### config.mk
export PLATFORM = sky130hd
export DESIGN_NAME = stepper_driver_alarm_unit
export DESIGN_NICKNAME = d
export VERILOG_FILES = /design/src/rtl/fault_pkg.sv /design/src/rtl/blink_if.sv /design/src/rtl/clear_edge_detect.sv /design/src/rtl/led_sequencer.sv /design/src/rtl/stepper_driver_alarm_unit.sv
export SDC_FILE = /design/constraint.sdc
export NUM_CORES = 1
export LEC_CHECK = 0
export ABC_AREA = 1
export BUFFER_PORTS_ARGS = -buffer_cell sky130_fd_sc_hd__clkbuf_2
export CORE_ASPECT_RATIO = 2
export CORE_MARGIN = 4
export CORE_UTILIZATION = 61
export CTS_CLUSTER_DIAMETER = 120
export DETAILED_ROUTE_END_ITERATION = 6
export PLACE_DENSITY = 0.8
export SYNTH_ARGS = -nofsm -noshare
export SYNTH_HDL_FRONTEND = slang
export SYNTH_SLANG_ARGS = --single-unit
### constraint.sdc
create_clock -name clk_sys -period 2.34 [get_ports clk_sys]
set_input_delay 0.234 -clock clk_sys [delete_from_list [all_inputs] [get_ports clk_sys]]
set_output_delay 0.234 -clock clk_sys [all_outputs]
set_load 0.01 [all_outputs]
### src/rtl/fault_pkg.sv
/*
 * shared constants and types for the alarm supervision unit.
 * assumes a 10 MHz system clock; all times are converted to cycles here.
 */
package fault_pkg;

    localparam int  CLK_HZ          = 10_000_000;
    // blink timing; the on and off phases are equal
    localparam int  BLINK_HALF_MS   = 200;
    localparam int  PAUSE_MS        = 1200;
    localparam int  PAUSE_LONG_MS   = 3000;
    localparam int  BLINK_HALF_CYC  = (CLK_HZ / 1000) * BLINK_HALF_MS;
    localparam int  PAUSE_CYC       = (CLK_HZ / 1000) * PAUSE_MS;
    localparam int  PAUSE_LONG_CYC  = (CLK_HZ / 1000) * PAUSE_LONG_MS;

    // blink counts for each cause
    localparam logic [3:0] BLINKS_HEAT  = 4'h2;
    localparam logic [3:0] BLINKS_OVOLT = 4'h3;
    localparam logic [3:0] BLINKS_SPEED = 4'h4;
    localparam logic [3:0] BLINKS_OCUR  = 4'h5;
    localparam logic [3:0] BLINKS_UVOLT = 4'h6;
    localparam logic [3:0] BLINKS_BRAKE = 4'h7;
    localparam logic [3:0] BLINKS_SYS   = 4'h9;

    // fault bit positions in the latched fault vector
    localparam int  F_HEAT    = 0;
    localparam int  F_OVOLT   = 1;
    localparam int  F_SPEED   = 2;
    localparam int  F_OCUR    = 3;
    localparam int  F_UVOLT   = 4;
    localparam int  F_BRAKE   = 5;
    localparam int  F_CAP     = 6;
    localparam int  F_STORE   = 7;
    localparam int  F_PERIPH  = 8;
    localparam int  F_CPU     = 9;
    localparam int  N_FAULTS  = 10;

    localparam logic [N_FAULTS-1:0] CLEARABLE_MASK = 10'h035;
    localparam logic [N_FAULTS-1:0] FAULTS_RESET   = 10'h000;

    typedef enum logic [1:0] {
        LED_IDLE  = 2'b00,
        LED_ON    = 2'b01,
        LED_OFF   = 2'b10,
        LED_PAUSE = 2'b11
    } led_state_t;

endpackage

### src/rtl/blink_if.sv
/*
 * carrier between the fault latch and the led sequencer.
 * assumes both ends run on the same system clock.
 */
`timescale 1ns/1ps
interface blink_if;
    logic       active;
    logic       steady;
    logic       longPause;
    logic [3:0] blinks;

    modport source (output active, output steady, output longPause, output blinks);
    modport sink   (input  active, input  steady, input  longPause, input  blinks);
endinterface

### src/rtl/clear_edge_detect.sv
/*
 * rising edge detector for the fault clear input.
 * assumes the input is already synchronous to clk_sys.
 */
`timescale 1ns/1ps
module clear_edge_detect (
    input  wire logic clk_sys,
    input  wire logic rst,
    input  wire logic level,
    output logic      rise
);
    logic levelPrev;

    // start high so a level held through reset is not an edge
    always_ff @(posedge clk_sys or posedge rst) begin
        if (rst) begin
            levelPrev <= 1'b1;
        end else begin
            levelPrev <= level;
        end
    end

    assign rise = level & ~levelPrev;
endmodule

### src/rtl/led_sequencer.sv
/*
 * drives the alarm led: groups of blinks separated by a pause.
 * assumes the blink request is stable while active.
 */
`timescale 1ns/1ps
module led_sequencer #(
    parameter int HALF_CYC  = fault_pkg::BLINK_HALF_CYC,
    parameter int PAUSE_CYC = fault_pkg::PAUSE_CYC,
    parameter int LONG_CYC  = fault_pkg::PAUSE_LONG_CYC
) (
    input  wire logic clk_sys,
    input  wire logic rst,
    blink_if.sink     req,
    output logic      ledOn
);
    fault_pkg::led_state_t state;
    logic [31:0]           timer;
    logic [3:0]            done;

    always_ff @(posedge clk_sys or posedge rst) begin
        if (rst) begin
            state <= fault_pkg::LED_IDLE;
            timer <= 32'h0;
            done  <= 4'h0;
            ledOn <= 1'b0;
        end else if (!req.active) begin
            state <= fault_pkg::LED_IDLE;
            timer <= 32'h0;
            done  <= 4'h0;
            ledOn <= 1'b0;
        end else if (req.steady) begin
            ledOn <= 1'b1;
            state <= fault_pkg::LED_IDLE;
        end else begin
            case (state)
                fault_pkg::LED_IDLE: begin
                    state <= fault_pkg::LED_ON;
                    timer <= 32'(HALF_CYC - 1);
                    done  <= 4'h0;
                    ledOn <= 1'b1;
                end
                fault_pkg::LED_ON: begin
                    if (timer == 32'h0) begin
                        state <= fault_pkg::LED_OFF;
                        timer <= 32'(HALF_CYC - 1);
                        done  <= done + 4'h1;
                        ledOn <= 1'b0;
                    end else begin
                        timer <= timer - 32'h1;
                    end
                end
                fault_pkg::LED_OFF: begin
                    if (timer != 32'h0) begin
                        timer <= timer - 32'h1;
                    end else if (done >= req.blinks) begin
                        state <= fault_pkg::LED_PAUSE;
                        timer <= req.longPause ? 32'(LONG_CYC - 1) : 32'(PAUSE_CYC - 1);
                    end else begin
                        state <= fault_pkg::LED_ON;
                        timer <= 32'(HALF_CYC - 1);
                        ledOn <= 1'b1;
                    end
                end
                fault_pkg::LED_PAUSE: begin
                    if (timer == 32'h0) begin
                        state <= fault_pkg::LED_ON;
                        timer <= 32'(HALF_CYC - 1);
                        done  <= 4'h0;
                        ledOn <= 1'b1;
                    end else begin
                        timer <= timer - 32'h1;
                    end
                end
                default: begin
                    state <= fault_pkg::LED_IDLE;
                    ledOn <= 1'b0;
                end
            endcase
        end
    end
endmodule

### src/rtl/stepper_driver_alarm_unit.sv
/*
 * alarm supervision of a stepping motor driver: latches fault causes,
 * drops the fault flag, cuts motor current and blinks the cause on the led.
 * assumes fault detect inputs are synchronous level or pulse indications
 * from the sensing circuits, and rst is the power-on reset.
 */
// Overview of operation
// any alarm drops flag, cuts current
// blink led, count identifies cause
// clear input rising edge clears resettable alarms
// controller drives clear off then on
// non-resettable alarms clear only at power-up
// overheat shows two blinks, resettable
// overvoltage shows three blinks, not resettable
// overspeed shows four blinks, resettable
// overcurrent shows five blinks, power-cycle only
// undervoltage shows six blinks, resettable
// brake control error seven blinks, resettable
// system faults nine blinks; cpu steady lit
// peripheral fault uses longer group pause
// groups repeat with fixed configurable pause
`timescale 1ns/1ps
module stepper_driver_alarm_unit #(
    parameter int HALF_CYC  = fault_pkg::BLINK_HALF_CYC,
    parameter int PAUSE_CYC = fault_pkg::PAUSE_CYC,
    parameter int LONG_CYC  = fault_pkg::PAUSE_LONG_CYC
) (
    input  wire logic clk_sys,
    input  wire logic rst,
    input  wire logic overHeat,
    input  wire logic overVoltage,
    input  wire logic overSpeed,
    input  wire logic overCurrent,
    input  wire logic underVoltage,
    input  wire logic brakeError,
    input  wire logic capacitorError,
    input  wire logic storeError,
    input  wire logic peripheralError,
    input  wire logic cpuError,
    input  wire logic fault_clear_in,
    output logic      fault_flag_out,
    output logic      motorEnable,
    output logic      alarmLed,
    output logic      alarmActive,
    output logic [3:0] alarmCode
);
    logic [fault_pkg::N_FAULTS-1:0] detect;
    logic [fault_pkg::N_FAULTS-1:0] faults;
    logic [fault_pkg::N_FAULTS-1:0] next_faults;
    logic                           clearRise;
    logic                           ledOn;
    logic [3:0]                     next_code;

    blink_if blink ();

    assign detect = {cpuError, peripheralError, storeError, capacitorError, brakeError,
                     underVoltage, overCurrent, overSpeed, overVoltage, overHeat};

    clear_edge_detect u_clear (
        .clk_sys (clk_sys),
        .rst     (rst),
        .level   (fault_clear_in),
        .rise    (clearRise)
    );

    // clear only resettable bits; a detection in the same cycle wins
    always_comb begin
        next_faults = faults;
        if (clearRise) begin
            next_faults = faults & ~fault_pkg::CLEARABLE_MASK;
        end
        next_faults = next_faults | detect;
    end

    // only the power-on reset clears non-resettable bits
    always_ff @(posedge clk_sys or posedge rst) begin
        if (rst) begin
            faults <= fault_pkg::FAULTS_RESET;
        end else begin
            faults <= next_faults;
        end
    end

    // cause with the highest severity picks the blink count
    always_comb begin
        next_code = 4'h0;
        if (next_faults[fault_pkg::F_BRAKE]) begin
            next_code = fault_pkg::BLINKS_BRAKE;
        end
        if (next_faults[fault_pkg::F_UVOLT]) begin
            next_code = fault_pkg::BLINKS_UVOLT;
        end
        if (next_faults[fault_pkg::F_SPEED]) begin
            next_code = fault_pkg::BLINKS_SPEED;
        end
        if (next_faults[fault_pkg::F_HEAT]) begin
            next_code = fault_pkg::BLINKS_HEAT;
        end
        if (next_faults[fault_pkg::F_OVOLT]) begin
            next_code = fault_pkg::BLINKS_OVOLT;
        end
        if (next_faults[fault_pkg::F_OCUR]) begin
            next_code = fault_pkg::BLINKS_OCUR;
        end
        if (|next_faults[fault_pkg::F_CPU:fault_pkg::F_CAP]) begin
            next_code = fault_pkg::BLINKS_SYS;
        end
    end

    always_ff @(posedge clk_sys or posedge rst) begin
        if (rst) begin
            alarmCode <= 4'h0;
        end else begin
            alarmCode <= next_code;
        end
    end

    // flag high means no alarm; motor current follows
    always_ff @(posedge clk_sys or posedge rst) begin
        if (rst) begin
            fault_flag_out <= 1'b1;
            motorEnable    <= 1'b1;
            alarmActive    <= 1'b0;
        end else begin
            fault_flag_out <= ~|next_faults;
            motorEnable    <= ~|next_faults;
            alarmActive    <= |next_faults;
        end
    end

    assign blink.active    = |faults;
    assign blink.steady    = faults[fault_pkg::F_CPU];
    assign blink.longPause = faults[fault_pkg::F_PERIPH];
    assign blink.blinks    = alarmCode;

    led_sequencer #(
        .HALF_CYC  (HALF_CYC),
        .PAUSE_CYC (PAUSE_CYC),
        .LONG_CYC  (LONG_CYC)
    ) u_led (
        .clk_sys (clk_sys),
        .rst     (rst),
        .req     (blink.sink),
        .ledOn   (ledOn)
    );

    always_ff @(posedge clk_sys or posedge rst) begin
        if (rst) begin
            alarmLed <= 1'b0;
        end else begin
            alarmLed <= ledOn;
        end
    end
endmodule
==> results.txt, run 1 <==
DRC Markers -> 0
Setup Skew -> 0.005897 ns
Clk sink count -> 57
Final Max Slew Viols -> 0
Area of the core -> 5709 um^2
Max Buffers Root-to-Sink -> 2
Most frequent cells in the layout -> 124 x nand2_1, 60 x nor2_1, 55 x inv_1, 55 x dfrtp_1, 33 x nand3_1
IO Port Bufs -> 20
H-tree depth -> 3
DIE HEIGHT -> 116.4 um
CP Max Fanout -> 14
Ant diodes -> 0
Cell Rows -> 39
Fin util -> 72.41%
Initial DRC Count -> 164
Post-route ant nets -> 0
Status -> complete, no violations
Filler cells -> 470
Vias per inst -> 5.719
YS warnings -> 0
Max_cap viols -> 0
Drt wl/cell -> 15.44 um
Post-Synthesis Net Count -> 500
Root Buffer -> clkbuf_16
Initial Util -> 62.81%
Die span in x -> 62.22 um
Largest net degree at the start of global routing -> 31
Worst R2R Start -> u_led.state[1]$_DFFE_PP0P_
Worst r2r path cells -> 10
Hold Startpoint -> storeError
GRT Total Usage -> 26.65%
Slew @ Worst Pin -> 0.6392 ns
CTS tree -> yes
Post-DP HPWL -> 6.871 mm
Crit path arrival time -> 2.22 ns
RSZ-0062 raised after global routing -> false
R2r setup slk -> 0.39 ns
Yosys cell types -> 37
CTS Buf Count -> 9
Reg2Reg Capture Point -> u_led.timer[26]$_DFFE_PP0N_
Tmin final -> 1.954 ns
Yosys reg bits -> 57
Initial antenna violation count -> 0
GRT overflow -> 0
Vias in the first global route -> 3415
CP Launch Type -> flip-flop
Setup-failing EPs final -> 0
Final Cycle Share -> 83.50%
HP Class -> primary input to flip-flop
Hold path endpoint -> faults[7]$_DFF_PP0_
Multi-input combinational cell area -> 1868 um^2
Leak -> 1.994 nW
Io pins -> 21
Nature of the critical path endpoint -> flip-flop
Top post-synthesis cells by area -> dfrtp_1 38%, nand2_1 13%, nor2_1 6.3%, inv_1 5.9%, nand3_1 4.6%
Sequential area share after synthesis -> 39.85%
Worst-path clk slew -> 0.05 ns
Via count -> 3277
Yosys top cell by area -> dfrtp_1
Routed WL -> 8.846 mm
Resized cells post-CTS -> 0
Syn Area/Cell -> 7.518 um^2
Global-route wire length before repair -> 14.91 mm
Max Freq -> 511.8 MHz
Layout cell share with drive strength beyond 1 -> 17.77%
DRT Pass-1 Iters -> 6
Max_slew headroom -> 57.32%
GPL Wtd Cong -> 0.9290
Yosys top cell area share -> 38.38%
NumNets Final -> 530
FF+latch area -> 1429 um^2
Hold path depth -> 2
CP required -> 2.60 ns
DIE AREA -> 7244 um^2
Peak VDD IR -> 0.7489 mV
Post-Synthesis Cells -> 477
TNS Setup -> 0 ns
Synth Cell Area -> 3586 um^2
Cell area power density -> 687.6 nW/um^2
Layout area overhead -> 15.28%
Clk Latency, worst-skew pair -> 0.34 ns
Crit Path Category -> flip-flop to flip-flop
Final Hold Viols -> 0
Most common cell after layout, fill and taps aside -> nand2_1
layer usage:
metal / track usage, % / routed length, um / vias up
li1: - / - / 1588
met1: 23.15 / 2930 / 1514
met2: 50.62 / 4876 / 122
met3: 5.197 / 392 / 53
met4: 22.43 / 646 / 0
met5: 0 / 0 / -
logic make-up after synthesis:
kind of cell | Yosys count | share of synthesized area (%)
DFF | 57 | 39.85
buffers and inverters | 72 | 8.060
and+or+nand+nor | 264 | 35.42
AOI/OAI and AO/OA | 61 | 10.01
xor gates and xnor gates | 13 | 3.175
adders and majority gates | 10 | 3.489
how the worst max path moves through the flow:
stage                               start                           to  slack, ns  depth (start not counted)
6_report       u_led.state[1]$_DFFE_PP0P_  u_led.timer[26]$_DFFE_PP0N_       0.39                         10
3_3_place_gp   u_led.state[1]$_DFFE_PP0P_   u_led.timer[9]$_DFFE_PP0N_       0.50                         10
3_5_place_dp   u_led.state[1]$_DFFE_PP0P_   u_led.timer[9]$_DFFE_PP0N_       0.41                         10
5_1_grt        u_led.state[1]$_DFFE_PP0P_  u_led.timer[26]$_DFFE_PP0N_       0.23                         10
4_1_cts        u_led.state[1]$_DFFE_PP0P_  u_led.timer[26]$_DFFE_PP0N_       0.41                         10
2_1_floorplan  u_led.timer[0]$_DFFE_PP0N_  u_led.timer[16]$_DFFE_PP0N_       0.63                         12
sequential cells by signal (all words and copies together), names as in the netlist:
name / flops
alarmActive: 1
alarmCode: 4
alarmLed: 1
faults: 10
motorEnable: 1
u_clear.levelPrev: 1
u_led.done: 4
u_led.ledOn: 1
u_led.state: 2
u_led.timer: 32
report_power, final:
group          internal, mW  switching [mW]
clock network          1.07           0.460
logic                0.0833           0.162
registers              1.03          0.0454
total                  2.17           0.668
synthesized netlist by cell type:
| cell type | n |
|---|---|
| nand2_1 | 124 |
| buf_4 | 1 |
| and2_1 | 1 |
| nand2_2 | 7 |
| dfstp_2 | 2 |
| o21ai_0 | 11 |
| dfrtp_1 | 55 |
| o211ai_1 | 4 |
| nand2_4 | 1 |
| inv_2 | 7 |
| nand4_1 | 8 |
| o22ai_2 | 1 |
| a21boi_0 | 1 |
| nor2_4 | 6 |
| nor2_8 | 2 |
| o21ai_2 | 6 |
| o22ai_1 | 6 |
| xor2_1 | 13 |
| inv_6 | 1 |
| nor3_1 | 3 |
| nor4_1 | 1 |
| o21ai_1 | 15 |
| clkbuf_1 | 4 |
| nand3_2 | 5 |
| nand3_1 | 33 |
| nor2_1 | 60 |
| buf_6 | 1 |
| nand2_8 | 3 |
| a31oi_1 | 1 |
| buf_2 | 2 |
| a22oi_1 | 1 |
| nor3b_1 | 1 |
| ha_1 | 10 |
| nor2_2 | 5 |
| inv_1 | 56 |
| or2_2 | 4 |
| a21oi_1 | 15 |
final cells by class:
class	instances	share of cell area, %
sequential	57	34.56
clock buffer	11	5.872
tap	61	1.846
timing repair buffer	27	4.116
multi-input combinational	348	45.19
inverter	64	5.932
clock inverter	5	2.482
critical path: stages, from the launching register on:
cell	delay, ns
dfrtp_1	0.39
inv_1	0.10
ha_1	0.25
nor2_1	0.13
inv_2	0.07
nor2_2	0.04
inv_2	0.24
nand2_8	0.12
nor2_8	0.25
o21ai_0	0.16
o21ai_1	0.13
metrics by stage:
step / cells / worst slack [ns] / area (um^2) / total power, mW / hold slack (ns)
2_1_floorplan: 477 / 0.6308 / 3586 / 1.258 / 0.2385
3_3_place_gp: 555 / 0.5047 / 3769 / 1.317 / 0.3270
3_5_place_dp: 555 / 0.4139 / 3769 / 1.327 / 0.3360
4_1_cts: 573 / 0.4061 / 4134 / 2.856 / 0.09408
5_1_grt: 573 / 0.2308 / 4134 / 2.936 / 0.1073
6_report: 573 / 0.3860 / 4134 / 2.842 / 0.09965
what timing repair did:
item / 4_1_cts / 5_1_grt
hold endpoints to repair: 28 / 0
setup buffers: 0 / 0
setup endpoints to repair: 0 / 0
hold buffers: 2 / 0
Note: power is estimated with default switching activity, not from simulation.
==> run 2, diff against run 1 <==
ABC_AREA = 0   (was 1)
CORE_UTILIZATION = 55   (was 61)
PLACE_DENSITY = 0.76   (was 0.8)
clock period = 1.6 ns   (was 2.34 ns; I/O delays follow)
==> run 2 against run 1 <==
Synthesized cell count fell by 27%. Largest power group unchanged. Area after synthesis shrank 11%. Cell count decreased by 1.6%. Fmax is 26% lower. The flow now finishes with violations (negative setup slack). Highest routed layer unchanged. Via count is 27% higher. Core utilization is 19 points higher. Hold slack worse by 0.052 ns. Register-to-register slack worse by 1.4 ns.
==> results.txt, run 2 <==
Yosys reg bits -> 57 (unchanged)
Root Buffer -> clkbuf_16
Initial DRC Count -> 609 (+270%)
RSZ-0062 raised after global routing -> true
Drt wl/cell -> 29.13 um (+89%)
Worst r2r path cells -> 7 (-3)
Ys flop type -> dfrtp_1
Top post-synthesis cells by area -> dfrtp_1 43%, ha_1 3.9%, o21ai_0 3.8%, a21oi_1 3.6%, nand2_1 3.3%
GRT overflow -> 0 (unchanged)
Worst R2R Start -> u_led.timer[20]$_DFFE_PP0N_
Cell Rows -> 39 (unchanged)
WP buf/inv -> 1 (-2)
Layout cell share with drive strength beyond 1 -> 52.88% (+35 points)
DRC Markers -> 0 (unchanged)
YS warnings -> 0 (unchanged)
Reg2Reg Capture Point -> u_led.done[2]$_DFFE_PP0P_
Logic pwr share -> 13.4% (+4.8 points)
Most frequent cells in the layout -> 101 x buf_4, 52 x dfrtp_1, 26 x buf_6, 23 x nand2_1, 20 x clkbuf_2
IO Port Bufs -> 20 (unchanged)
Reg power frac -> 40.1% (+2.4 points)
Async set-reset flop share out of synthesis -> 100.0% (unchanged)
Layout area overhead -> 62.06%
Cell with the most instances after synthesis -> dfrtp_1
Die span in x -> 61.85 um (-0.59%)
Slew @ Worst Pin -> 0.7008 ns (+0.06150 ns)
GRT Total Usage -> 43.44% (+17 points)
CTS tree -> yes
Number of flip-flops in the largest register -> 32 (unchanged)
Hold path endpoint -> faults[9]$_DFF_PP0_
CTS Buf Count -> 9 (unchanged)
Largest net degree at the start of global routing -> 58 (+87%)
Global-route wire length before repair -> 22.05 mm (+48%)
Via count -> 4156 (+27%)
Final Hold Viols -> 0 (unchanged)
Clk sink count -> 57 (unchanged)
Status -> complete, but fails checks
H-tree depth -> 3 (unchanged)
Routed WL -> 16.43 mm (+86%)
Io pins -> 21 (unchanged)
Yosys top cell by area -> dfrtp_1
Syn Area/Cell -> 9.138 um^2 (+22%)
Area of the core -> 5660 um^2 (-0.85%)
Cell Int Power -> 2.871 mW (+32%)
Registers with the most flip-flops -> u_led.timer (32), faults (10)
Max Freq -> 381.0 MHz (-26%)
Sw Share -> 26.86% (+3.4 points)
Post-synth top cells -> 55 x dfrtp_1, 28 x nand2_1, 24 x o21ai_0
Failing checks -> negative setup slack
Max_cap viols -> 0 (unchanged)
CP required -> 1.86 ns (-0.74 ns)
Post-route ant nets -> 0 (unchanged)
DRT Pass-1 Iters -> 6 (unchanged)
Crit path max-delay family -> simple AND/OR/NAND/NOR gates
R2r setup slk -> -1.02 ns (-1.41 ns)
Hold Startpoint -> cpuError
Initial Util -> 56.34% (-6.5 points)
Post-Synthesis Cells -> 349 (-27%)
Setup Skew -> 0.007525 ns (+0.001628 ns)
Ant diodes -> 0 (unchanged)
Cell area power density -> 759.3 nW/um^2 (+10%)
CP Launch Type -> flip-flop
Final Cycle Share -> 164.0% (+81 points)
Hold path depth -> 2 (unchanged)
Sequential area share after synthesis -> 44.80% (+5.0 points)
Final Max Slew Viols -> 0 (unchanged)
Worst-path clk slew -> 0.06 ns (about the same)
Post-DP HPWL -> 7.645 mm (+11%)
Setup-failing EPs final -> 45 (+45)
HP Class -> primary input to flip-flop
Yosys top cell area share -> 43.15% (+4.8 points)
Initial antenna violation count -> 0 (unchanged)
Largest reg by FF count -> u_led.timer
Most common cell after layout, fill and taps aside -> buf_4
Vias per inst -> 7.369 (+29%)
Vias in the first global route -> 4184 (+23%)
Clk network pwr share -> 46.6% (-7.1 points)
CP Max Fanout -> 5 (-9)
Crit path arrival time -> 2.88 ns (+0.66 ns)
Post-Synthesis Net Count -> 372 (-26%)
Critical path's most frequent cell -> or4_4
Worst setup margin -> -1.025 ns (-1.411 ns)
Synth Cell Area -> 3189 um^2 (-11%)
DIE HEIGHT -> 115.7 um (-0.64%)
Slowest Stage Delay on Critical Path -> 0.55 ns (+0.16 ns)
DIE AREA -> 7155 um^2 (-1.2%)
TNS Setup -> -32.37 ns (-32.37 ns)
Max_slew headroom -> 53.08% (-4.2 points)
Max Buffers Root-to-Sink -> 2 (unchanged)
GPL Wtd Cong -> 1.055 (+14%)
NumNets Final -> 521 (-1.7%)
Critical path, cell by cell -> or4_4 -> or3_4 -> or4_4 -> nor2_4 -> buf_4 -> nand4_1 -> o21ai_1
Clk Latency, worst-skew pair -> 0.34 ns (about the same)
Leak -> 2.356 nW (+18%)
Post-synth EDFFs -> 0 (unchanged)
WHS -> 0.04756 ns (-0.05209 ns)
Switching pwr -> 1.054 mW (+58%)
Peak VDD IR -> 1.172 mV (+56%)
Nature of the critical path endpoint -> flip-flop
Yosys cell types -> 52 (+41%)
Crit Path Category -> flip-flop to flip-flop
Crit-path slowest cell -> or4_4
Tmin final -> 2.625 ns (+0.6707 ns)
-- run 2: cell count changes after synthesis, sizes merged, moves of 10 or more --
cell   previous run  this run
nand2           135        28
or3               0        13
xor2             13         1
inv              64        20
nor4              1        11
nand3            38        19
nor2             73        22
nor3              3        14
-- run 2: cell type report --
type / count / area (um^2)
clock buffers: 13 / 260.3
clock inverters: 3 / 15.01
fillers: 201 / 491.7
inverters: 20 / 75.07
multi-input cells: 258 / 2083
flip-flops and latches: 57 / 1433
well taps: 61 / 76.32
repair buffers: 152 / 1226
-- run 2: cells by family after synthesis --
logic type / share of synthesized area, %
AOI/OAI and AO/OA: 19.46
and+or+nand+nor: 25.38
buffers and inverters: 4.707
muxes: 0.6277
adders and majority gates: 3.923
DFF: 44.80
xor gates and xnor gates: 1.099
-- run 2: how the worst max path moves through the flow --
| stage | to | from | depth (start not counted) | slack (ns) |
|---|---|---|---|---|
| after floorplan | u_led.timer[15]$_DFFE_PP0N_ | u_led.timer[28]$_DFFE_PP0N_ | 7 | -0.80 |
| after global placement | u_led.timer[8]$_DFFE_PP0N_ | u_led.timer[0]$_DFFE_PP0N_ | 12 | -0.85 |
| after detailed placement | u_led.timer[17]$_DFFE_PP0N_ | u_led.timer[30]$_DFFE_PP0N_ | 7 | -0.87 |
| after CTS | u_led.done[2]$_DFFE_PP0P_ | u_led.timer[20]$_DFFE_PP0N_ | 7 | -0.75 |
| after global routing | u_led.done[2]$_DFFE_PP0P_ | u_led.timer[20]$_DFFE_PP0N_ | 7 | -1.09 |
| final | u_led.done[2]$_DFFE_PP0P_ | u_led.timer[20]$_DFFE_PP0N_ | 7 | -1.02 |
-- run 2: power by group through the flow --
stage	combinational, mW	sequential [mW]	clock, mW
2_1_floorplan	0.172	1.57	0
3_3_place_gp	0.396	1.56	0
3_5_place_dp	0.409	1.56	0
4_1_cts	0.435	1.55	1.78
5_1_grt	0.548	1.57	1.88
6_report	0.526	1.57	1.83
-- run 2: per-stage QoR --
| step | util (%) | instance area, um^2 | setup slack [ns] | std cells | total power [mW] |
|---|---|---|---|---|---|
| after floorplan | - | 3272 | -0.7954 | 349 | 1.739 |
| after global placement | 72.79 | 4120 | -0.8511 | 518 | 1.957 |
| after detailed placement | 72.79 | 4120 | -0.8747 | 518 | 1.974 |
| after CTS | 84.50 | 4783 | -0.7542 | 551 | 3.758 |
| after global routing | 91.31 | 5169 | -1.086 | 564 | 3.996 |
| final | 91.31 | 5169 | -1.025 | 564 | 3.925 |
-- run 2: repair_timing --
| item | CTS | global route |
|---|---|---|
| gates cloned | 1 | 0 |
| hold endpoints to repair | 56 | 0 |
| setup endpoints to repair | 44 | 45 |
| resized for setup | 67 | 72 |
| pin swaps | 28 | 44 |
| buffers inserted | 15 | 20 |
| hold buffers | 2 | 0 |
-- run 2: per-layer routing --
metal	up-vias	GRT usage, %	routed length (um)
li1	1595	-	-
met1	1945	46.66	4960
met4	0	30.88	1912
met5	-	0	0
met3	182	12.60	1786
met2	434	69.70	7772
==> run 3, diff against run 2 <==
CELL_PAD_IN_SITES_DETAIL_PLACEMENT = 0   (was not set)
CELL_PAD_IN_SITES_GLOBAL_PLACEMENT = 2   (was not set)
CORE_UTILIZATION = 34   (was 55)
PLACE_DENSITY = not set   (was 0.76)
PLACE_DENSITY_LB_ADDON = 0.1   (was not set)
==> run 3 against run 2 <==
The flow still finishes with violations (negative setup slack). Register-to-register slack gained 0.17 ns. Clock skew shrank 0.00067 ns. Flip-flop and latch count is the same. Cell count grew 9.4%. Fmax grew 7.0%. Clock-buffer cell count shrank 2. Via count shrank 18%. Sequential power is essentially flat. Final area grew 3.3%. Global-route usage shrank 21 points. Die area grew 55%. Largest cell class unchanged. Highest routed layer unchanged.
==> results.txt, run 3 (same netlist as run 2, synthesis figures left out) <==
Post-DP HPWL -> 8.525 mm (+12%)
Layout area overhead -> 67.48%
Failing checks -> negative setup slack
DIE HEIGHT -> 145.0 um (+25%)
CP required -> 1.82 ns (-0.04 ns)
NumNets Final -> 533 (+2.3%)
Layout cell share with drive strength beyond 1 -> 51.65% (-1.2 points)
Max Buffers Root-to-Sink -> 2 (unchanged)
DRT Pass-1 Iters -> 4 (-2)
CP Capture Point -> u_led.timer[10]$_DFFE_PP0N_
GPL Wtd Cong -> 0.8872 (-16%)
CP Launch Type -> flip-flop
Max_slew headroom -> 65.05% (+12 points)
Drt wl/cell -> 19.21 um (-34%)
Slew @ Worst Pin -> 0.5237 ns (-0.1771 ns)
Initial antenna violation count -> 0 (unchanged)
Cell area power density -> 839.9 nW/um^2 (+11%)
Cell Rows -> 49 (+26%)
Initial Util -> 35.15% (-21 points)
Root Buffer -> clkbuf_16
Clk network pwr share -> 55.0% (+8.4 points)
R2r setup slk -> -0.85 ns (+0.17 ns)
Final Hold Viols -> 0 (unchanged)
Final Cycle Share -> 153.3% (-11 points)
Initial DRC Count -> 183 (-70%)
CP Max Fanout -> 5 (unchanged)
Largest reg by FF count -> u_led.timer
Routed WL -> 11.85 mm (-28%)
Vias per inst -> 5.556 (-25%)
Die span in x -> 76.49 um (+24%)
Fin util -> 58.87% (-32 points)
IO Port Bufs -> 20 (unchanged)
Max Freq -> 407.8 MHz (+7.0%)
RSZ-0062 raised after global routing -> true
Clk sink count -> 57 (unchanged)
Setup-failing EPs final -> 42 (-6.7%)
Number of flip-flops in the largest register -> 32 (unchanged)
GRT overflow -> 0 (unchanged)
DIE AREA -> 11090 um^2 (+55%)
Nature of the critical path endpoint -> flip-flop
Clk Latency, worst-skew pair -> 0.34 ns (about the same)
CP startpoint -> u_led.timer[20]$_DFFE_PP0N_
Sw Share -> 21.76% (-5.1 points)
Logic pwr share -> 10.7% (-2.7 points)
Leak -> 2.408 nW (+2.2%)
Peak VDD IR -> 0.5099 mV (-56%)
Global-route wire length before repair -> 18.83 mm (-15%)
CTS tree -> yes
Crit path arrival time -> 2.67 ns (-0.21 ns)
Reg2Reg Capture Point -> u_led.timer[10]$_DFFE_PP0N_
Post-route ant nets -> 0 (unchanged)
CTS Buf Count -> 9 (unchanged)
Registers with the most flip-flops -> u_led.timer (32), faults (10)
Vias in the first global route -> 3630 (-13%)
Tmin final -> 2.452 ns (-0.1723 ns)
Setup Skew -> 0.006854 ns (-0.0006711 ns)
Worst r2r path cells -> 6 (-1)
Switching pwr -> 0.9764 mW (-7.4%)
GRT Total Usage -> 22.11% (-21 points)
Inst Count DP -> 569 (+9.8%)
Hold Startpoint -> storeError
HP Class -> primary input to flip-flop
DRC Markers -> 0 (unchanged)
Max_cap viols -> 0 (unchanged)
Layout Cells excl Fill -> 617 (+9.4%)
Area of the core -> 9074 um^2 (+60%)
Worst setup margin -> -0.8523 ns (+0.1723 ns)
H-tree depth -> 3 (unchanged)
Largest net degree at the start of global routing -> 44 (-24%)
Total Power -> 4.486 mW (+14%)
Worst-path clk slew -> 0.05 ns (about the same)
Worst R2R Start -> u_led.timer[20]$_DFFE_PP0N_
Cell Int Power -> 3.510 mW (+22%)
Most common cell after layout, fill and taps aside -> buf_4
Ant diodes -> 0 (unchanged)
Via count -> 3428 (-18%)
Final Max Slew Viols -> 0 (unchanged)
Crit Path Category -> flip-flop to flip-flop
Io pins -> 21 (unchanged)
Status -> complete, but fails checks
Filler cells -> 797 (+300%)
Reg power frac -> 34.4% (-5.7 points)
Most frequent cells in the layout -> 115 x buf_4, 52 x dfrtp_1, 26 x nand2_1, 24 x buf_6, 20 x clkbuf_2
-- run 3: cell types whose count changed in the layout (fill, tap and decap cells not counted), sizes merged --
cell,previous run,this run
clkbuf,33,31
clkinv,3,1
bufinv,0,4
buf,130,142
-- run 3: routing by layer --
metal | vias up | wire [um] | track usage, %
met5 | - | 0 | 0
met3 | 40 | 298 | 3.350
met4 | 0 | 712 | 14.34
met1 | 1691 | 3878 | 19.99
met2 | 82 | 6962 | 43.74
li1 | 1615 | - | -
-- run 3: cell type report --
type                            instances  area, um^2  share of cell area [%]
Clock buffer                           11       252.7                   4.732
Inverter                               20       75.07                   1.405
Clock inverter                          5       125.1                   2.342
Timing Repair Buffer                  164        1309                   24.50
Tap cell                              102       127.6                   2.389
Sequential cell                        57        1433                   26.82
Multi-Input combinational cell        258        2019                   37.81
-- run 3: worst min path at each step --
stage | to | depth (start not counted)
2_1_floorplan | u_clear.levelPrev$_DFF_PP1_ | 0
3_3_place_gp | alarmActive$_DFF_PP0_ | 2
3_5_place_dp | alarmActive$_DFF_PP0_ | 2
4_1_cts | faults[7]$_DFF_PP0_ | 2
5_1_grt | faults[8]$_DFF_PP0_ | 2
6_report | faults[7]$_DFF_PP0_ | 2
-- run 3: timing repair --
| action | CTS | global route |
|---|---|---|
| hold buffers | 2 | 0 |
| setup endpoints to repair | 44 | 44 |
| hold endpoints to repair | 13 | 0 |
| pin swaps | 36 | 27 |
| setup buffers | 18 | 15 |
| resized for setup | 80 | 34 |
| cloned | 1 | 0 |
-- run 3: power groups by stage --
stage	sequential [mW]	combinational [mW]	clock (mW)
after floorplan	1.57	0.172	0
after global placement	1.55	0.433	0
after detailed placement	1.56	0.437	0
after CTS	1.54	0.462	2.49
after global routing	1.55	0.526	2.56
final	1.54	0.479	2.47
-- run 3: through the flow --
stage | setup TNS, ns | worst slack, ns | hold WS, ns | instance area, um^2
floorplan | -23.58 | -0.7954 | 0.1645 | 3272
global placement | -32.97 | -1.001 | 0.1408 | 4247
detailed placement | -33.77 | -0.9859 | 0.1451 | 4247
CTS | -25.74 | -0.7967 | 0.02527 | 5117
global route | -29.94 | -0.9126 | 0.04570 | 5341
finish | -27.04 | -0.8523 | 0.03355 | 5341
-- run 3: critical path: stages, from the launching register on --
cell	delay (ns)
dfrtp_1	0.38
or4_4	0.54
or3_4	0.38
or4_4	0.46
nor2_4	0.23
a211oi_2	0.12
a211o_1	0.23
